[config.mk]
export PLATFORM = sky130hd
export DESIGN_NAME = pubs_boot_sequencer
export DESIGN_NICKNAME = d
export VERILOG_FILES = /design/src/core/pubs_boot_sequencer.v
export VERILOG_INCLUDE_DIRS = /design/src /design/src/common
export SDC_FILE = /design/constraint.sdc
export NUM_CORES = 1
export LEC_CHECK = 0
export ABC_AREA = 1
export BUFFER_PORTS_ARGS = -buffer_cell sky130_fd_sc_hd__buf_4
export CAP_MARGIN = 20
export CORE_MARGIN = 1
export CORE_UTILIZATION = 52
export CTS_BUF_LIST = sky130_fd_sc_hd__clkbuf_16
export DETAILED_ROUTE_END_ITERATION = 7
export GPL_TIMING_DRIVEN = 0
export PLACE_DENSITY_LB_ADDON = 0.05
export SETUP_SLACK_MARGIN = 0.2
export SLEW_MARGIN = 5
export SYNTH_ARGS = -nofsm -noshare
export SYNTH_HDL_FRONTEND = slang
export SYNTH_SLANG_ARGS = --single-unit
[constraint.sdc]
create_clock -name ref_clk_i -period 6.5 [get_ports ref_clk_i]
set_input_delay 0.65 -clock ref_clk_i [delete_from_list [all_inputs] [get_ports ref_clk_i]]
set_output_delay 0.65 -clock ref_clk_i [all_outputs]
set_load 0.01 [all_outputs]
[src/common/pubs_defines.vh]
`ifndef PUBS_DEFINES_VH
`define PUBS_DEFINES_VH

// Clock period in ns.
`define PUBS_CLK_PERIOD_NS      8
// Boot pulse widths in ns.
`define PUBS_PULSE_NORMAL_NS    20000
`define PUBS_PULSE_MOTION_NS    20000
`define PUBS_PULSE_NORMAL_CYC   (`PUBS_PULSE_NORMAL_NS / `PUBS_CLK_PERIOD_NS)
`define PUBS_PULSE_MOTION_CYC   (`PUBS_PULSE_MOTION_NS / `PUBS_CLK_PERIOD_NS)
// Word counts of default configuration and motion parameters.
`define PUBS_CFG_WORDS          8
`define PUBS_MOT_WORDS          4
`define PUBS_OTP_AW             4
`define PUBS_MOT_BASE           4'h8

`endif

[src/core/pubs_boot_sequencer.v]
`timescale 1ns/1ns
`include "pubs_defines.vh"

// Overview of operation
// Below the supply threshold the serial interface stays unavailable and silent.
// Boot starts by itself once the supply threshold is crossed.
// Boot initialises state and copies defaults from OTP into working settings.
// Normal strap: set boot-done flag, optionally emit one fixed-width boot pulse.
// Normal strap: pulse routable to either output, defaulting to output a.
// Motion strap: also load motion-detection defaults from OTP before boot done.
// Motion strap: boot done, pulse only on output b, never output a.
// Host waits for boot completion before any serial access.
module pubs_boot_sequencer #(
  parameter PULSE_NORMAL_CYC = `PUBS_PULSE_NORMAL_CYC,
  parameter PULSE_MOTION_CYC = `PUBS_PULSE_MOTION_CYC
) (
  input  wire        ref_clk_i,
  input  wire        arst_n_i,
  input  wire        supply_ok_i,
  input  wire        boot_strap_select_i,
  input  wire        pulse_enable_i,
  input  wire        pulse_route_b_i,
  output reg  [3:0]  otp_addr_o,
  output reg         otp_rd_o,
  input  wire [7:0]  otp_data_i,
  output reg  [63:0] cfg_settings_o,
  output reg  [31:0] motion_params_o,
  output reg         boot_done_flag_o,
  output reg         serial_avail_o,
  output reg         irq_output_a_o,
  output reg         irq_output_b_o,
  output reg         motion_mode_o
);

  // ==========================================================
  // Reset release and input synchronisers.
  reg rst_s1_r;
  reg rst_n_r;
  always @(posedge ref_clk_i or negedge arst_n_i) begin
    if (!arst_n_i) begin
      rst_s1_r <= 1'b0;
      rst_n_r  <= 1'b0;
    end else begin
      rst_s1_r <= 1'b1;
      rst_n_r  <= rst_s1_r;
    end
  end

  // The supply, strap and route pins are asynchronous to the clock, so each passes two flip-flops.
  // Only the second stage is read by the boot logic.
  reg [2:0] sync1_r;
  reg [2:0] sync2_r;
  always @(posedge ref_clk_i or negedge rst_n_r) begin
    if (!rst_n_r) begin
      sync1_r <= 3'h0;
      sync2_r <= 3'h0;
    end else begin
      sync1_r <= {supply_ok_i, boot_strap_select_i, pulse_route_b_i};
      sync2_r <= sync1_r;
    end
  end
  wire supply_ok = sync2_r[2];
  wire strap_mot = sync2_r[1];
  wire route_b   = sync2_r[0];

  // ==========================================================
  // Helper functions.

  // Next word address or index; wraps within four bits.
  function [3:0] pubs_next_addr;
    input [3:0] addr;
    begin
      pubs_next_addr = addr + 4'h1;
    end
  endfunction

  // Boot pulse length in clock cycles for the given strap.
  function [15:0] pubs_pulse_len;
    input motion;
    begin
      if (motion) begin
        pubs_pulse_len = PULSE_MOTION_CYC[15:0];
      end else begin
        pubs_pulse_len = PULSE_NORMAL_CYC[15:0];
      end
    end
  endfunction

  // ==========================================================
  // Boot state machine.
  // Boot phases in the order in which they run.
  localparam [2:0] ST_OFF   = 3'h0;
  localparam [2:0] ST_INIT  = 3'h1;
  localparam [2:0] ST_CFG   = 3'h2;
  localparam [2:0] ST_MOT   = 3'h3;
  localparam [2:0] ST_PULSE = 3'h4;
  localparam [2:0] ST_DONE  = 3'h5;

  // The word index counts reads within one block of the one-time memory.
  // The pulse counter is loaded while the last block is read.
  // The route flag is fixed when the strap is latched.
  reg  [2:0]  state_r;
  reg  [3:0]  idx_r;
  reg  [15:0] cnt_r;
  reg         pulse_b_r;
  // The strap picks which of the two pulse widths applies.
  wire [15:0] pulse_len = pubs_pulse_len(strap_mot);

  // ==========================================================
  // Sequencer registers and outputs.

  always @(posedge ref_clk_i or negedge rst_n_r) begin
    if (!rst_n_r) begin
      state_r          <= ST_OFF;
      idx_r            <= 4'h0;
      cnt_r            <= 16'h0;
      pulse_b_r        <= 1'b0;
      otp_addr_o       <= 4'h0;
      otp_rd_o         <= 1'b0;
      cfg_settings_o   <= 64'h0;
      motion_params_o  <= 32'h0;
      boot_done_flag_o <= 1'b0;
      serial_avail_o   <= 1'b0;
      irq_output_a_o   <= 1'b0;
      irq_output_b_o   <= 1'b0;
      motion_mode_o    <= 1'b0;
    end else if (!supply_ok) begin
      // A supply drop aborts any boot phase and silences the interface.
      // Counters are cleared so that the next boot starts clean.
      state_r          <= ST_OFF;
      idx_r            <= 4'h0;
      cnt_r            <= 16'h0;
      serial_avail_o   <= 1'b0;
      boot_done_flag_o <= 1'b0;
      otp_rd_o         <= 1'b0;
      irq_output_a_o   <= 1'b0;
      irq_output_b_o   <= 1'b0;
    end else begin
      // The read strobe is a single-cycle pulse unless a phase raises it again.
      otp_rd_o <= 1'b0;
      case (state_r)
        // Boot begins without any host command.
        ST_OFF: begin
          state_r <= ST_INIT;
        end

        // Clear the working settings and latch the strap for the whole boot.
        // Motion mode forces the pulse onto output b.
        ST_INIT: begin
          cfg_settings_o  <= 64'h0;
          motion_params_o <= 32'h0;
          motion_mode_o   <= strap_mot;

          pulse_b_r       <= strap_mot | route_b;
          idx_r           <= 4'h0;
          otp_addr_o      <= 4'h0;
          otp_rd_o        <= 1'b1;
          state_r         <= ST_CFG;
        end

        // Each word is valid at the edge after its strobe.
        // Bytes shift in from the top, so the first byte ends lowest.
        ST_CFG: begin
          cfg_settings_o <= {otp_data_i, cfg_settings_o[63:8]};
          if (idx_r == `PUBS_CFG_WORDS - 1) begin
            idx_r <= 4'h0;
            if (motion_mode_o) begin
              otp_addr_o <= `PUBS_MOT_BASE;
              otp_rd_o   <= 1'b1;
              state_r    <= ST_MOT;
            end else begin
              state_r <= ST_PULSE;
            end
          end else begin
            idx_r      <= pubs_next_addr(idx_r);
            otp_addr_o <= pubs_next_addr(otp_addr_o);
            otp_rd_o   <= 1'b1;
          end
          cnt_r <= pulse_len;
        end

        // Motion parameters follow the configuration block.
        ST_MOT: begin
          motion_params_o <= {otp_data_i, motion_params_o[31:8]};
          if (idx_r == `PUBS_MOT_WORDS - 1) begin
            state_r <= ST_PULSE;
          end else begin
            idx_r      <= pubs_next_addr(idx_r);
            otp_addr_o <= pubs_next_addr(otp_addr_o);
            otp_rd_o   <= 1'b1;
          end
          cnt_r <= pulse_len;
        end

        // The flag rises with the first pulse cycle.
        // With the pulse disabled the phase ends at once.
        ST_PULSE: begin
          boot_done_flag_o <= 1'b1;
          if (pulse_enable_i && cnt_r != 16'h0) begin
            irq_output_a_o <= ~pulse_b_r;
            irq_output_b_o <= pulse_b_r;
            cnt_r          <= cnt_r - 16'h1;
          end else begin
            irq_output_a_o <= 1'b0;
            irq_output_b_o <= 1'b0;
            state_r        <= ST_DONE;
          end
        end

        // Boot is complete; the interface stays available until supply loss.
        ST_DONE: begin
          serial_avail_o <= 1'b1;
        end

        // Unused codes fall back to the off phase.
        default: begin
          state_r <= ST_OFF;
        end
      endcase
    end
  end

endmodule

==> reports/qor.log, run 1 <==
qor: clocking.cts-hold-fix-buffers 1
qor: worst_setup_path.criticalPathCategory reg -> reg
qor: die.die-width 108 um
qor: sta.rsz0062_at_grt false
qor: final_layout.post_route_cells_drive_above_1_share 0.245
qor: synth.ys_ff_latch 138
qor: global_routing.grt_pass1_vias 4936
qor: synth.post_synthesis_net_count 651
qor: global_routing.first_pass_grt_wire_length 24.2 mm
qor: route.detail_route.first_pass.iterations 4
qor: route.wire_per_inst 16.0 um
qor: sta.max_slew_margin 0.665
qor: sta.max_freq 536 MHz
qor: synth.netlist_area 5890 um^2
qor: synth.synth.area.top_cells sky130_fd_sc_hd__dfrtp_1 (59%), sky130_fd_sc_hd__inv_1 (6.4%), sky130_fd_sc_hd__nand3_1 (6.2%), sky130_fd_sc_hd__nand2_1 (6.1%), sky130_fd_sc_hd__o22ai_1 (6.0%)
qor: worst_setup_path.critPathCaptureType flop
qor: clocking.ctsHtreeMaxLevel 4
qor: route.number_of_nets_with_antenna_violations_after_detailed_routing 0
qor: final_layout.final_nets 792
qor: global_routing.grt_max_degree 65
qor: synth.post_synth.cell_area_avg 9.28 um^2
qor: synth.yosysWarnings 0
qor: synth.yosys.area.top_type_share 0.587
qor: worst_setup_path.critPathMaxFanout 6
qor: power.static_power_due_to_leakage 0.00386 uW
qor: synth.count_of_flip_flops_with_a_built_in_enable_after_synthesis 0
qor: placement.rd_place_congestion 0.833
qor: final_layout.post_layout_nonfiller_instances 928
qor: sta.hold_viol_final 0
qor: synth.library_cells_used_by_synthesis 31
qor: die.initial_util 0.538
qor: synth.synth_top_cell_by_area sky130_fd_sc_hd__dfrtp_1
qor: synth.post_synth_most_frequent_cells sky130_fd_sc_hd__dfrtp_1 (138), sky130_fd_sc_hd__inv_1 (101), sky130_fd_sc_hd__nand2_1 (96)
qor: power.pwr_density_cell 455 nW/um^2
qor: final_layout.antennaDiodeCount 0
qor: sta.part_of_the_cycle_the_worst_path_needs 0.287
qor: die.floorplan.die_area 11700 um^2
qor: placement.numPlacedInstances 895
qor: route.drcViolationCount 0
qor: synth.post_synthesis_sequential_area_ratio 0.587
qor: sta.worst_clock_skew 0.00686 ns
qor: sta.worst_pin_slew 0.503 ns
qor: clocking.clock_latency 0.43 ns
qor: die.fp.coreArea 10900 um^2
qor: run_status.run_status finished, final reports clean
qor: power.vdd_drop_max 0.000310 V
qor: global_routing.global_route.usage.total 0.273
qor: final_layout.layout_area_growth_over_synthesis 29.5%
qor: worst_setup_path.timing.critical_path.required 6.81 ns
qor: route.vias_per_cell 5.35
qor: die.rows 38
qor: sta.timing.final.setup_violations 0
qor: synth.synthArstFlopShare 1.00
qor: global_routing.antenna_found_initial 0
qor: worst_hold_path.class_of_the_most_critical_hold_timing_path reg -> async
qor: sta.tmin_final 1.87 ns
qor: route.finalWirelength 14.8 mm
qor: route.via_count 4965
qor: worst_setup_path.crit_path_start_kind flop
qor: synth.post_synth_inst_count 634
qor: clocking.tritoncts_clock_tree done
qor: synth.synth_ff_type sky130_fd_sc_hd__dfrtp_1
qor: clocking.clkSinkCount 138
qor: die.die_y 108 um
qor: clocking.cts.clk_slew.worst_paths 0.06 ns
qor: sta.setup_total_negative_slack 0 ns
qor: die.num_io_pins 120
qor: route.drt_iter0_drc 281
qor: global_routing.overflow 0
qor: clocking.cts.repair.resized 0
qor: placement.place.port_buffers 119
qor: sta.timing_max_transition_violations_final 0
qor: placement.dp.final_hpwl 10.5 mm
qor: worst_setup_path.cp.arrival 2.18 ns
qor: synth.most_common_cell_in_the_netlist sky130_fd_sc_hd__dfrtp_1
qor: clocking.cts_buffer_depth 2
qor: clocking.clock_tree.root_cell sky130_fd_sc_hd__clkbuf_16
qor: clocking.postCtsSetupBuffers 0
qor: clocking.cts_made_buffers 17
qor: flow_run.cap_violations 0
## metal layers
metal,part of all wire,GRT usage,vias up
met5,0,0,-
met4,0.021,0.114,0
met3,0.057,0.0862,28
met2,0.49,0.429,124
met1,0.43,0.351,2434
li1,-,-,2379
## cell type report
type / count / area, um^2
flip-flops and latches: 138 / 3460
repair buffers: 122 / 958
multi-input cells: 364 / 1890
plain buffers: 29 / 154
inverters: 103 / 387
fillers: 907 / 3310
clock buffers: 17 / 425
clock inverters: 15 / 174
well taps: 140 / 175
## stage by stage
| step | hold WS [ns] | cell area (um^2) | util | setup WS [ns] | power [uW] |
|---|---|---|---|---|---|
| detailed placement | 0.261 | 7010 | 0.641 | 4.64 | 2490 |
| CTS | 0.263 | 7620 | 0.697 | 4.64 | 3480 |
| finish | 0.248 | 7620 | 0.697 | 4.63 | 3470 |
| floorplan | 0.331 | 5890 | - | 2.37 | 1980 |
| global placement | 0.336 | 6950 | 0.636 | 0.933 | 2440 |
| global route | 0.283 | 7620 | 0.697 | 4.44 | 3690 |
## cells in the final DEF (no fill, tap or decap), types with 4 or more instances in the layout
master                      count
sky130_fd_sc_hd__o21ai_0       50
sky130_fd_sc_hd__nor2_4         6
sky130_fd_sc_hd__o22ai_1       56
sky130_fd_sc_hd__a21oi_1       12
sky130_fd_sc_hd__o21ai_1        7
sky130_fd_sc_hd__nand4_1       10
sky130_fd_sc_hd__buf_4        122
sky130_fd_sc_hd__dfrtp_1      137
sky130_fd_sc_hd__nor2_1        30
sky130_fd_sc_hd__clkbuf_1       9
sky130_fd_sc_hd__nand2_1       96
sky130_fd_sc_hd__clkbuf_16     17
sky130_fd_sc_hd__buf_2         15
sky130_fd_sc_hd__nand2_2        4
sky130_fd_sc_hd__nand3_1       73
sky130_fd_sc_hd__inv_1        101
## kinds of logic after synthesis
group | synth area share
and+or+nand+nor | 0.181
DFF | 0.587
buffers and inverters | 0.0918
AOI/OAI and AO/OA | 0.125
adders and majority gates | 0.00638
muxes | 0.00531
xor gates and xnor gates | 0.00298
other | 0.000637
## critical path: stages (launching register included)
cell and delay [ns]:
sky130_fd_sc_hd__dfrtp_1 0.36, sky130_fd_sc_hd__inv_1 0.10, sky130_fd_sc_hd__ha_1 0.24, sky130_fd_sc_hd__nand2_1 0.15, sky130_fd_sc_hd__nor2_4 0.19, sky130_fd_sc_hd__nand3_4 0.12
sky130_fd_sc_hd__nand3_1 0.24, sky130_fd_sc_hd__nand2_1 0.18, sky130_fd_sc_hd__nand2_1 0.11, sky130_fd_sc_hd__nand2_1 0.05
## report_power, final
part | total [uW] | switching [uW] | internal [uW]
combinational | 1240 | 747 | 494
clock | 985 | 382 | 603
sequential | 1250 | 173 | 1070
## path summary, 6_finish.rpt
check / startpoint / to / slack [ns] / cells past startpoint
min in group ref_clk_i: pulse_route_b_i / sync1_r[0] / 0.33 / 1
worst min-delay path: rst_n_r / motion_params_o[18] / 0.25 / 0
max in group asynchronous: rst_n_r / sync2_r[0] / 5.34 / 2
worst max-delay path: cnt_r[0] / cnt_r[11] / 4.63 / 9
worst min register to register: rst_n_r / motion_params_o[18] / 0.25 / 0
worst max register to register: cnt_r[0] / cnt_r[11] / 4.63 / 9
## registers in the layout, summed over array words and instances, names as in the netlist
name / cells
motion_params_o: 32
idx_r: 4
pulse_b_r: 1
rst_n_r: 1
sync2_r: 3
sync1_r: 3
cfg_settings_o: 64
boot_done_flag_o: 1
irq_output_b_o: 1
rst_s1_r: 1
motion_mode_o: 1
irq_output_a_o: 1
otp_addr_o: 4
otp_rd_o: 1
serial_avail_o: 1
cnt_r: 16
state_r: 3
Power figures use the tool's default switching activity.
==> run 2, diff against run 1 <==
--- a/config.mk
+++ b/config.mk
@@ -10,7 +10,7 @@
 export BUFFER_PORTS_ARGS = -buffer_cell sky130_fd_sc_hd__buf_4
 export CAP_MARGIN = 20
 export CORE_MARGIN = 1
-export CORE_UTILIZATION = 52
+export CORE_UTILIZATION = 49
 export CTS_BUF_LIST = sky130_fd_sc_hd__clkbuf_16
 export DETAILED_ROUTE_END_ITERATION = 7
 export GPL_TIMING_DRIVEN = 0
==> constraint.sdc (replaced) <==
create_clock -name ref_clk_i -period 1.6 [get_ports ref_clk_i]
set_input_delay 0.16 -clock ref_clk_i [delete_from_list [all_inputs] [get_ports ref_clk_i]]
set_output_delay 0.16 -clock ref_clk_i [all_outputs]
set_load 0.01 [all_outputs]
==> run 2 against run 1 <==
Effect of this change: the run now ends with DRC left; power increased to 4.8 times the previous value; combinational power rose to 6.3 times the previous value; critical path depth is 2 lower; register-to-register slack lost 4.6 ns; largest cell class unchanged; largest power group is now combinational cells.
==> reports/qor.log, run 2 (synthesis gave the netlist of run 1 again) <==
qor: route.finalWirelength 18.0 mm
qor: worst_setup_path.critical_path_depth 7
qor: worst_setup_path.timing.critical_path.required 1.94 ns
qor: worst_setup_path.cell_chain_of_the_critical_path inv_2, nand2_4, nor2_4, nand2_4, buf_12, clkbuf_16, o22ai_2
qor: die.die-width 112 um
qor: worst_setup_path.critPathLaunch state_r[2]
qor: sta.worst_clock_skew 0.00595 ns
qor: worst_hold_path.hold_path_startpoint otp_data_i[1]
qor: clocking.cts.clk_slew.worst_paths 0.06 ns
qor: power.static_power_due_to_leakage 0.00450 uW
qor: clocking.tritoncts_clock_tree done
qor: final_layout.antennaDiodeCount 0
qor: worst_hold_path.worst_hold_path.num_cells 3
qor: final_layout.post_layout_nonfiller_instances 1006
qor: sta.tmin_final 1.58 ns
qor: final_layout.layout_area_growth_over_synthesis 56.9%
qor: die.die_y 112 um
qor: worst_setup_path.beginning_of_the_worst_register_to_register_path state_r[2]
qor: final_layout.number_of_flip_flops_under_the_largest_register_name 64
qor: power.overall_power 16700 uW
qor: global_routing.met1_usage 0.327
qor: sta.max_freq 632 MHz
qor: die.initial_util 0.509
qor: worst_setup_path.critical_path.slowest_cell sky130_fd_sc_hd__dfrtp_1
qor: route.drcViolationCount 6
qor: global_routing.grt_util_met3 0.0773
qor: global_routing.globalRoute.busiestLayer met2
qor: flow_run.cap_violations 0
qor: sta.hold_viol_final 0
qor: sta.rsz0062_at_grt true
qor: die.num_io_pins 120
qor: final_layout.top_regs cfg_settings_o: 64 flops, motion_params_o: 32 flops, cnt_r: 16 flops
qor: clocking.ctsHtreeMaxLevel 4
qor: power.vdd_drop_max 0.00111 V
qor: worst_setup_path.criticalPathCategory reg -> reg
qor: route.number_of_nets_with_antenna_violations_after_detailed_routing 0
qor: global_routing.first_pass_grt_wire_length 26.5 mm
qor: global_routing.global_route.usage.total 0.272
qor: worst_setup_path.critPathCaptureType flop
qor: clocking.clock_latency 0.42 ns
qor: placement.rd_place_congestion 0.874
qor: placement.place.port_buffers 119
qor: power.pwr_density_cell 1810 nW/um^2
qor: global_routing.antenna_found_initial 0
qor: run_status.violations DRC
qor: global_routing.grt_pass1_vias 5409
qor: clocking.clkSinkCount 138
qor: clocking.cts_buffer_depth 2
qor: route.wire_per_inst 17.9 um
qor: final_layout.final_nets 867
qor: final_layout.largest_register cfg_settings_o
qor: die.floorplan.die_area 12500 um^2
qor: worst_hold_path.class_of_the_most_critical_hold_timing_path in -> reg
qor: clocking.cts_made_buffers 17
qor: die.fp.coreArea 11600 um^2
qor: route.detail_route.first_pass.iterations 8
qor: final_layout.layout_common_cells sky130_fd_sc_hd__buf_4 (167), sky130_fd_sc_hd__dfrtp_1 (132), sky130_fd_sc_hd__inv_1 (97)
qor: worst_setup_path.cp.arrival 1.92 ns
qor: worst_setup_path.critPathMaxFanout 9
qor: global_routing.grt_max_degree 64
qor: worst_setup_path.critical_path.top_delay_family buffers and inverters
qor: die.rows 39
qor: global_routing.overflow 0
qor: final_layout.count_of_fill_cells_added_during_filler_insertion 708
qor: worst_setup_path.critical-path-max-stage-delay 0.39 ns
qor: route.vias_per_cell 5.46
qor: sta.timing_max_transition_violations_final 0
qor: global_routing.grt_use_met2 0.465
qor: clocking.clock_tree.root_cell sky130_fd_sc_hd__clkbuf_16
qor: worst_setup_path.critical_path_buf_inv_count 3
qor: worst_setup_path.critical_path.most_common_cell sky130_fd_sc_hd__nand2_4
qor: route.via_count 5493
qor: worst_setup_path.reg2reg_depth 7
qor: worst_setup_path.crit_path_start_kind flop
qor: route.drt_iter0_drc 361
qor: final_layout.layout.area.seq 3460 um^2
qor: run_status.run_status finished, violations left
qor: final_layout.multi_input_area 2550 um^2
qor: final_layout.post_route_cells_drive_above_1_share 0.436
qor: placement.numPlacedInstances 898
qor: placement.dp.final_hpwl 10.5 mm
qor: final_layout.most_common_library_cell_in_the_layout_ignoring_fill_and_taps sky130_fd_sc_hd__buf_4
qor: sta.timing.final.setup_violations 0
qor: sta.part_of_the_cycle_the_worst_path_needs 0.989
## run 2: cell types whose count changed in the layout (fill, tap and decap cells not counted), sizes merged
| cell | previous run | this run |
|---|---|---|
| buf | 141 | 204 |
| clkinvlp | 3 | 1 |
| inv | 106 | 107 |
| clkbuf | 26 | 29 |
| clkinv | 6 | 8 |
| nand2 | 101 | 102 |
| bufinv | 3 | 2 |
| dlygate4sd3 | 1 | 9 |
## run 2: path summary, 6_finish.rpt
check | endpoint | slack, ns
min in group asynchronous | rst_n_r | 0.05
min | motion_params_o[25] | 0.01
max | cfg_settings_o[47] | 0.02
min reg2reg | cfg_settings_o[40] | 0.24
max in group asynchronous | state_r[1] | 0.73
max reg2reg | cfg_settings_o[47] | 0.02
## run 2: area by class of cell
type                    count  area share
clock inverters            15      0.0146
plain buffers              29      0.0386
multi-input cells         365       0.276
flip-flops and latches    138       0.375
inverters                 103      0.0427
repair buffers            196       0.187
clock buffers              17      0.0461
well taps                 143      0.0194
## run 2: routing by layer
layer / up-vias / part of all wire
li1: 2536 / -
met1: 2755 / 0.39
met2: 173 / 0.53
met3: 29 / 0.054
met4: 0 / 0.020
met5: - / 0
## run 2: metrics by stage
| stage | util | hold WS, ns | TNS [ns] | setup slack (ns) | cell area (um^2) |
|---|---|---|---|---|---|
| floorplan | - | -0.136 | 0 | 0.144 | 5930 |
| global placement | 0.605 | -0.0581 | -41.34 | -0.307 | 7000 |
| detailed placement | 0.610 | -0.0571 | -1.15 | -0.0677 | 7060 |
| CTS | 0.710 | 0.0144 | 0 | 0.112 | 8210 |
| global route | 0.798 | 0.0398 | -0.179 | -0.0389 | 9230 |
| finish | 0.798 | 0.00999 | 0 | 0.0173 | 9230 |
## run 2: report_power, final
part           leakage [uW]  switching (uW)  internal, uW
Clock              0.000283            1500          2260
Sequential          0.00187             766          4360
Combinational       0.00235            4230          3600
Total               0.00450            6490         10200
## run 2: worst register-to-register path: cells and delay by family (launching register included)
kind	cells	cell delay (ns)
buffers and inverters	3	0.49
and+or+nand+nor	3	0.46
DFF	1	0.39
AOI/OAI and AO/OA	1	0.17
## run 2: repair_timing
item | CTS | global route
setup buffers | 32 | 24
gates cloned | 1 | 10
endpoints found under the hold margin | 11 | 0
hold buffers | 9 | 0
endpoints found under the setup margin | 120 | 115
gates resized for setup | 85 | 153
pin swaps | 17 | 33
==> run 3, diff against run 2 <==
--- a/config.mk
+++ b/config.mk
@@ -7,8 +7,9 @@
 export NUM_CORES = 1
 export LEC_CHECK = 0
 export ABC_AREA = 1
-export BUFFER_PORTS_ARGS = -buffer_cell sky130_fd_sc_hd__buf_4
+export BUFFER_PORTS_ARGS = -buffer_cell sky130_fd_sc_hd__buf_2
 export CAP_MARGIN = 20
+export CORE_ASPECT_RATIO = 1.2
 export CORE_MARGIN = 1
 export CORE_UTILIZATION = 49
 export CTS_BUF_LIST = sky130_fd_sc_hd__clkbuf_16
==> run 3 against run 2 <==
Effect of this change: via count down 1.6%; register-to-register slack about the same; largest cell class unchanged; utilization down 4.0 points; power down 1.8%; sequential share of layout area up 1.7 points; the run now ends clean; cell count down 0.50%; largest power group unchanged; combinational power down 11%.
==> reports/qor.log, run 3 (synthesis gave the netlist of run 1 again) <==
qor: clocking.clock_tree.root_cell sky130_fd_sc_hd__clkbuf_16
qor: clocking.clock_latency 0.42 ns
qor: placement.dp_slack -0.0503 ns
qor: worst_setup_path.critical_path.top_delay_family simple AND/OR/NAND/NOR gates
qor: worst_setup_path.critPathLaunch state_r[2]
qor: final_layout.postLayoutCoreUtil 0.759
qor: worst_setup_path.timing.reg2reg.setup_slack 0.005 ns
qor: placement.dp.final_hpwl 10.4 mm
qor: worst_hold_path.class_of_the_most_critical_hold_timing_path in -> reg
qor: route.vias_per_cell 5.40
qor: global_routing.grt_pass1_vias 5139
qor: clocking.ctsHtreeMaxLevel 4
qor: worst_setup_path.timing.critical_path.required 1.93 ns
qor: worst_setup_path.critical_path_buf_inv_count 3
qor: clocking.clkSinkCount 138
qor: final_layout.top_regs cfg_settings_o: 64 flops, motion_params_o: 32 flops, cnt_r: 16 flops
qor: final_layout.layout_common_cells sky130_fd_sc_hd__dfrtp_1 (134), sky130_fd_sc_hd__buf_2 (121), sky130_fd_sc_hd__inv_1 (96)
qor: worst_setup_path.cell_chain_of_the_critical_path inv_2, nand2_4, nor2_4, nand2_8, buf_12, buf_8, o22ai_2
qor: sta.setup_total_negative_slack 0 ns
qor: global_routing.antenna_found_initial 0
qor: sta.timing.final.setup_violations 0
qor: die.initial_util 0.506
qor: worst_setup_path.crit_end cfg_settings_o[39]
qor: sta.part_of_the_cycle_the_worst_path_needs 0.997
qor: final_layout.number_of_flip_flops_under_the_largest_register_name 64
qor: global_routing.first_pass_grt_wire_length 24.8 mm
qor: worst_setup_path.worst_r2r_endpoint cfg_settings_o[39]
qor: route.wire_per_inst 17.3 um
qor: global_routing.overflow 0
qor: die.die-width 102 um
qor: worst_setup_path.reg2reg_depth 7
qor: worst_setup_path.critical_path.slowest_cell sky130_fd_sc_hd__dfrtp_1
qor: global_routing.grt_max_degree 67
qor: sta.worst_clock_skew 0.00563 ns
qor: power.vdd_drop_max 0.00115 V
qor: clocking.cts.clk_slew.worst_paths 0.06 ns
qor: worst_setup_path.crit_path_start_kind flop
qor: worst_setup_path.beginning_of_the_worst_register_to_register_path state_r[2]
qor: die.rows 43
qor: worst_setup_path.critical_path_depth 7
qor: sta.timing_max_transition_violations_final 0
qor: flow_run.cap_violations 0
qor: final_layout.antennaDiodeCount 0
qor: sta.hold_viol_final 0
qor: final_layout.largest_register cfg_settings_o
qor: final_layout.post_route_cells_drive_above_1_share 0.430
qor: final_layout.final_nets 848
qor: die.num_io_pins 120
qor: sta.post-route-worst-setup-slack 0.00468 ns
qor: die.floorplan.die_area 12500 um^2
qor: worst_setup_path.critPathMaxFanout 8
qor: sta.tmin_final 1.60 ns
qor: final_layout.layout_area_growth_over_synthesis 49.8%
qor: route.drcViolationCount 0
qor: clocking.tritoncts_clock_tree done
qor: run_status.run_status finished, final reports clean
qor: worst_setup_path.critPathCaptureType flop
qor: sta.hold-worst-slack 0.0291 ns
qor: route.number_of_nets_with_antenna_violations_after_detailed_routing 0
qor: power.pwr_density_cell 1860 nW/um^2
qor: sta.max_freq 627 MHz
qor: clocking.cts_made_buffers 17
qor: route.finalWirelength 17.3 mm
qor: route.drt_iter0_drc 331
qor: die.die_y 122 um
qor: worst_setup_path.cp.arrival 1.93 ns
qor: clocking.cts_buffer_depth 2
qor: die.fp.coreArea 11600 um^2
qor: power.static_power_due_to_leakage 0.00442 uW
qor: placement.rd_place_congestion 0.792
qor: global_routing.global_route.usage.total 0.264
qor: placement.place.port_buffers 119
qor: sta.rsz0062_at_grt true
qor: worst_setup_path.criticalPathCategory reg -> reg
qor: worst_setup_path.critical-path-max-stage-delay 0.40 ns
qor: route.detail_route.first_pass.iterations 5
qor: final_layout.most_common_library_cell_in_the_layout_ignoring_fill_and_taps sky130_fd_sc_hd__dfrtp_1
qor: route.via_count 5406
run 3: cell count changes in the layout (fill, tap and decap cells not counted), sizes merged:
cell,change
buf,-17
clkinvlp,-1
clkinv,-2
clkbuf,-2
inv,-1
bufinv,+4
run 3: worst reg2reg max path: stages, from the launching register on:
cell and delay (ns):
sky130_fd_sc_hd__dfrtp_1 0.40, sky130_fd_sc_hd__inv_2 0.11, sky130_fd_sc_hd__nand2_4 0.10, sky130_fd_sc_hd__nor2_4 0.23, sky130_fd_sc_hd__nand2_8 0.17, sky130_fd_sc_hd__buf_12 0.20, sky130_fd_sc_hd__buf_8 0.14, sky130_fd_sc_hd__o22ai_2 0.18
run 3: power breakdown:
part,switching [uW],internal [uW],leakage (uW)
Combinational,4030,2900,0.00223
Sequential,739,4360,0.00187
Clock,1490,2900,0.000326
Total,6260,10200,0.00442
run 3: metal layers:
| layer | GRT usage | vias to the layer above | share of wire | wire length [um] |
|---|---|---|---|---|
| met5 | 0 | - | 0 | 0 |
| met4 | 0.128 | 0 | 0.023 | 403 |
| met3 | 0.0585 | 29 | 0.046 | 792 |
| met2 | 0.444 | 185 | 0.53 | 9170 |
| met1 | 0.319 | 2699 | 0.40 | 6970 |
| li1 | - | 2493 | - | - |
run 3: layout make-up:
cell class              count  area (um^2)
multi-input cells         365         2550
inverters                 103          389
well taps                 157          196
clock buffers              17          425
fillers                   817         2810
flip-flops and latches    138         3460
repair buffers            177         1240
plain buffers              29          315
clock inverters            15          230
run 3: repair_timing:
action,in CTS,in global routing
hold buffers,9,0
buffers inserted,20,18
gates cloned,0,10
pin swaps,16,40
gates resized for setup,57,170
endpoints found under the setup margin,121,114
hold endpoints to repair,13,0
run 3: how the worst min path moves through the flow:
| stage | start | end | slack, ns | depth (start not counted) |
|---|---|---|---|---|
| 2_1_floorplan | arst_n_i | rst_s1_r | -0.14 | 0 |
| 3_3_place_gp | arst_n_i | rst_s1_r | -0.06 | 1 |
| 3_5_place_dp | arst_n_i | rst_s1_r | -0.05 | 1 |
| 4_1_cts | otp_data_i[0] | motion_params_o[24] | 0.006 | 3 |
| 5_1_grt | otp_data_i[2] | motion_params_o[26] | 0.04 | 3 |
| 6_report | otp_data_i[2] | motion_params_o[26] | 0.03 | 3 |
run 3: metrics by stage:
stage	instances	cell area, um^2	total power, uW
final	1001	8820	16400
after CTS	973	7830	14700
after detailed placement	912	6780	9780
after global routing	1001	8820	17200
after floorplan	634	5930	8100
after global placement	910	6720	9610
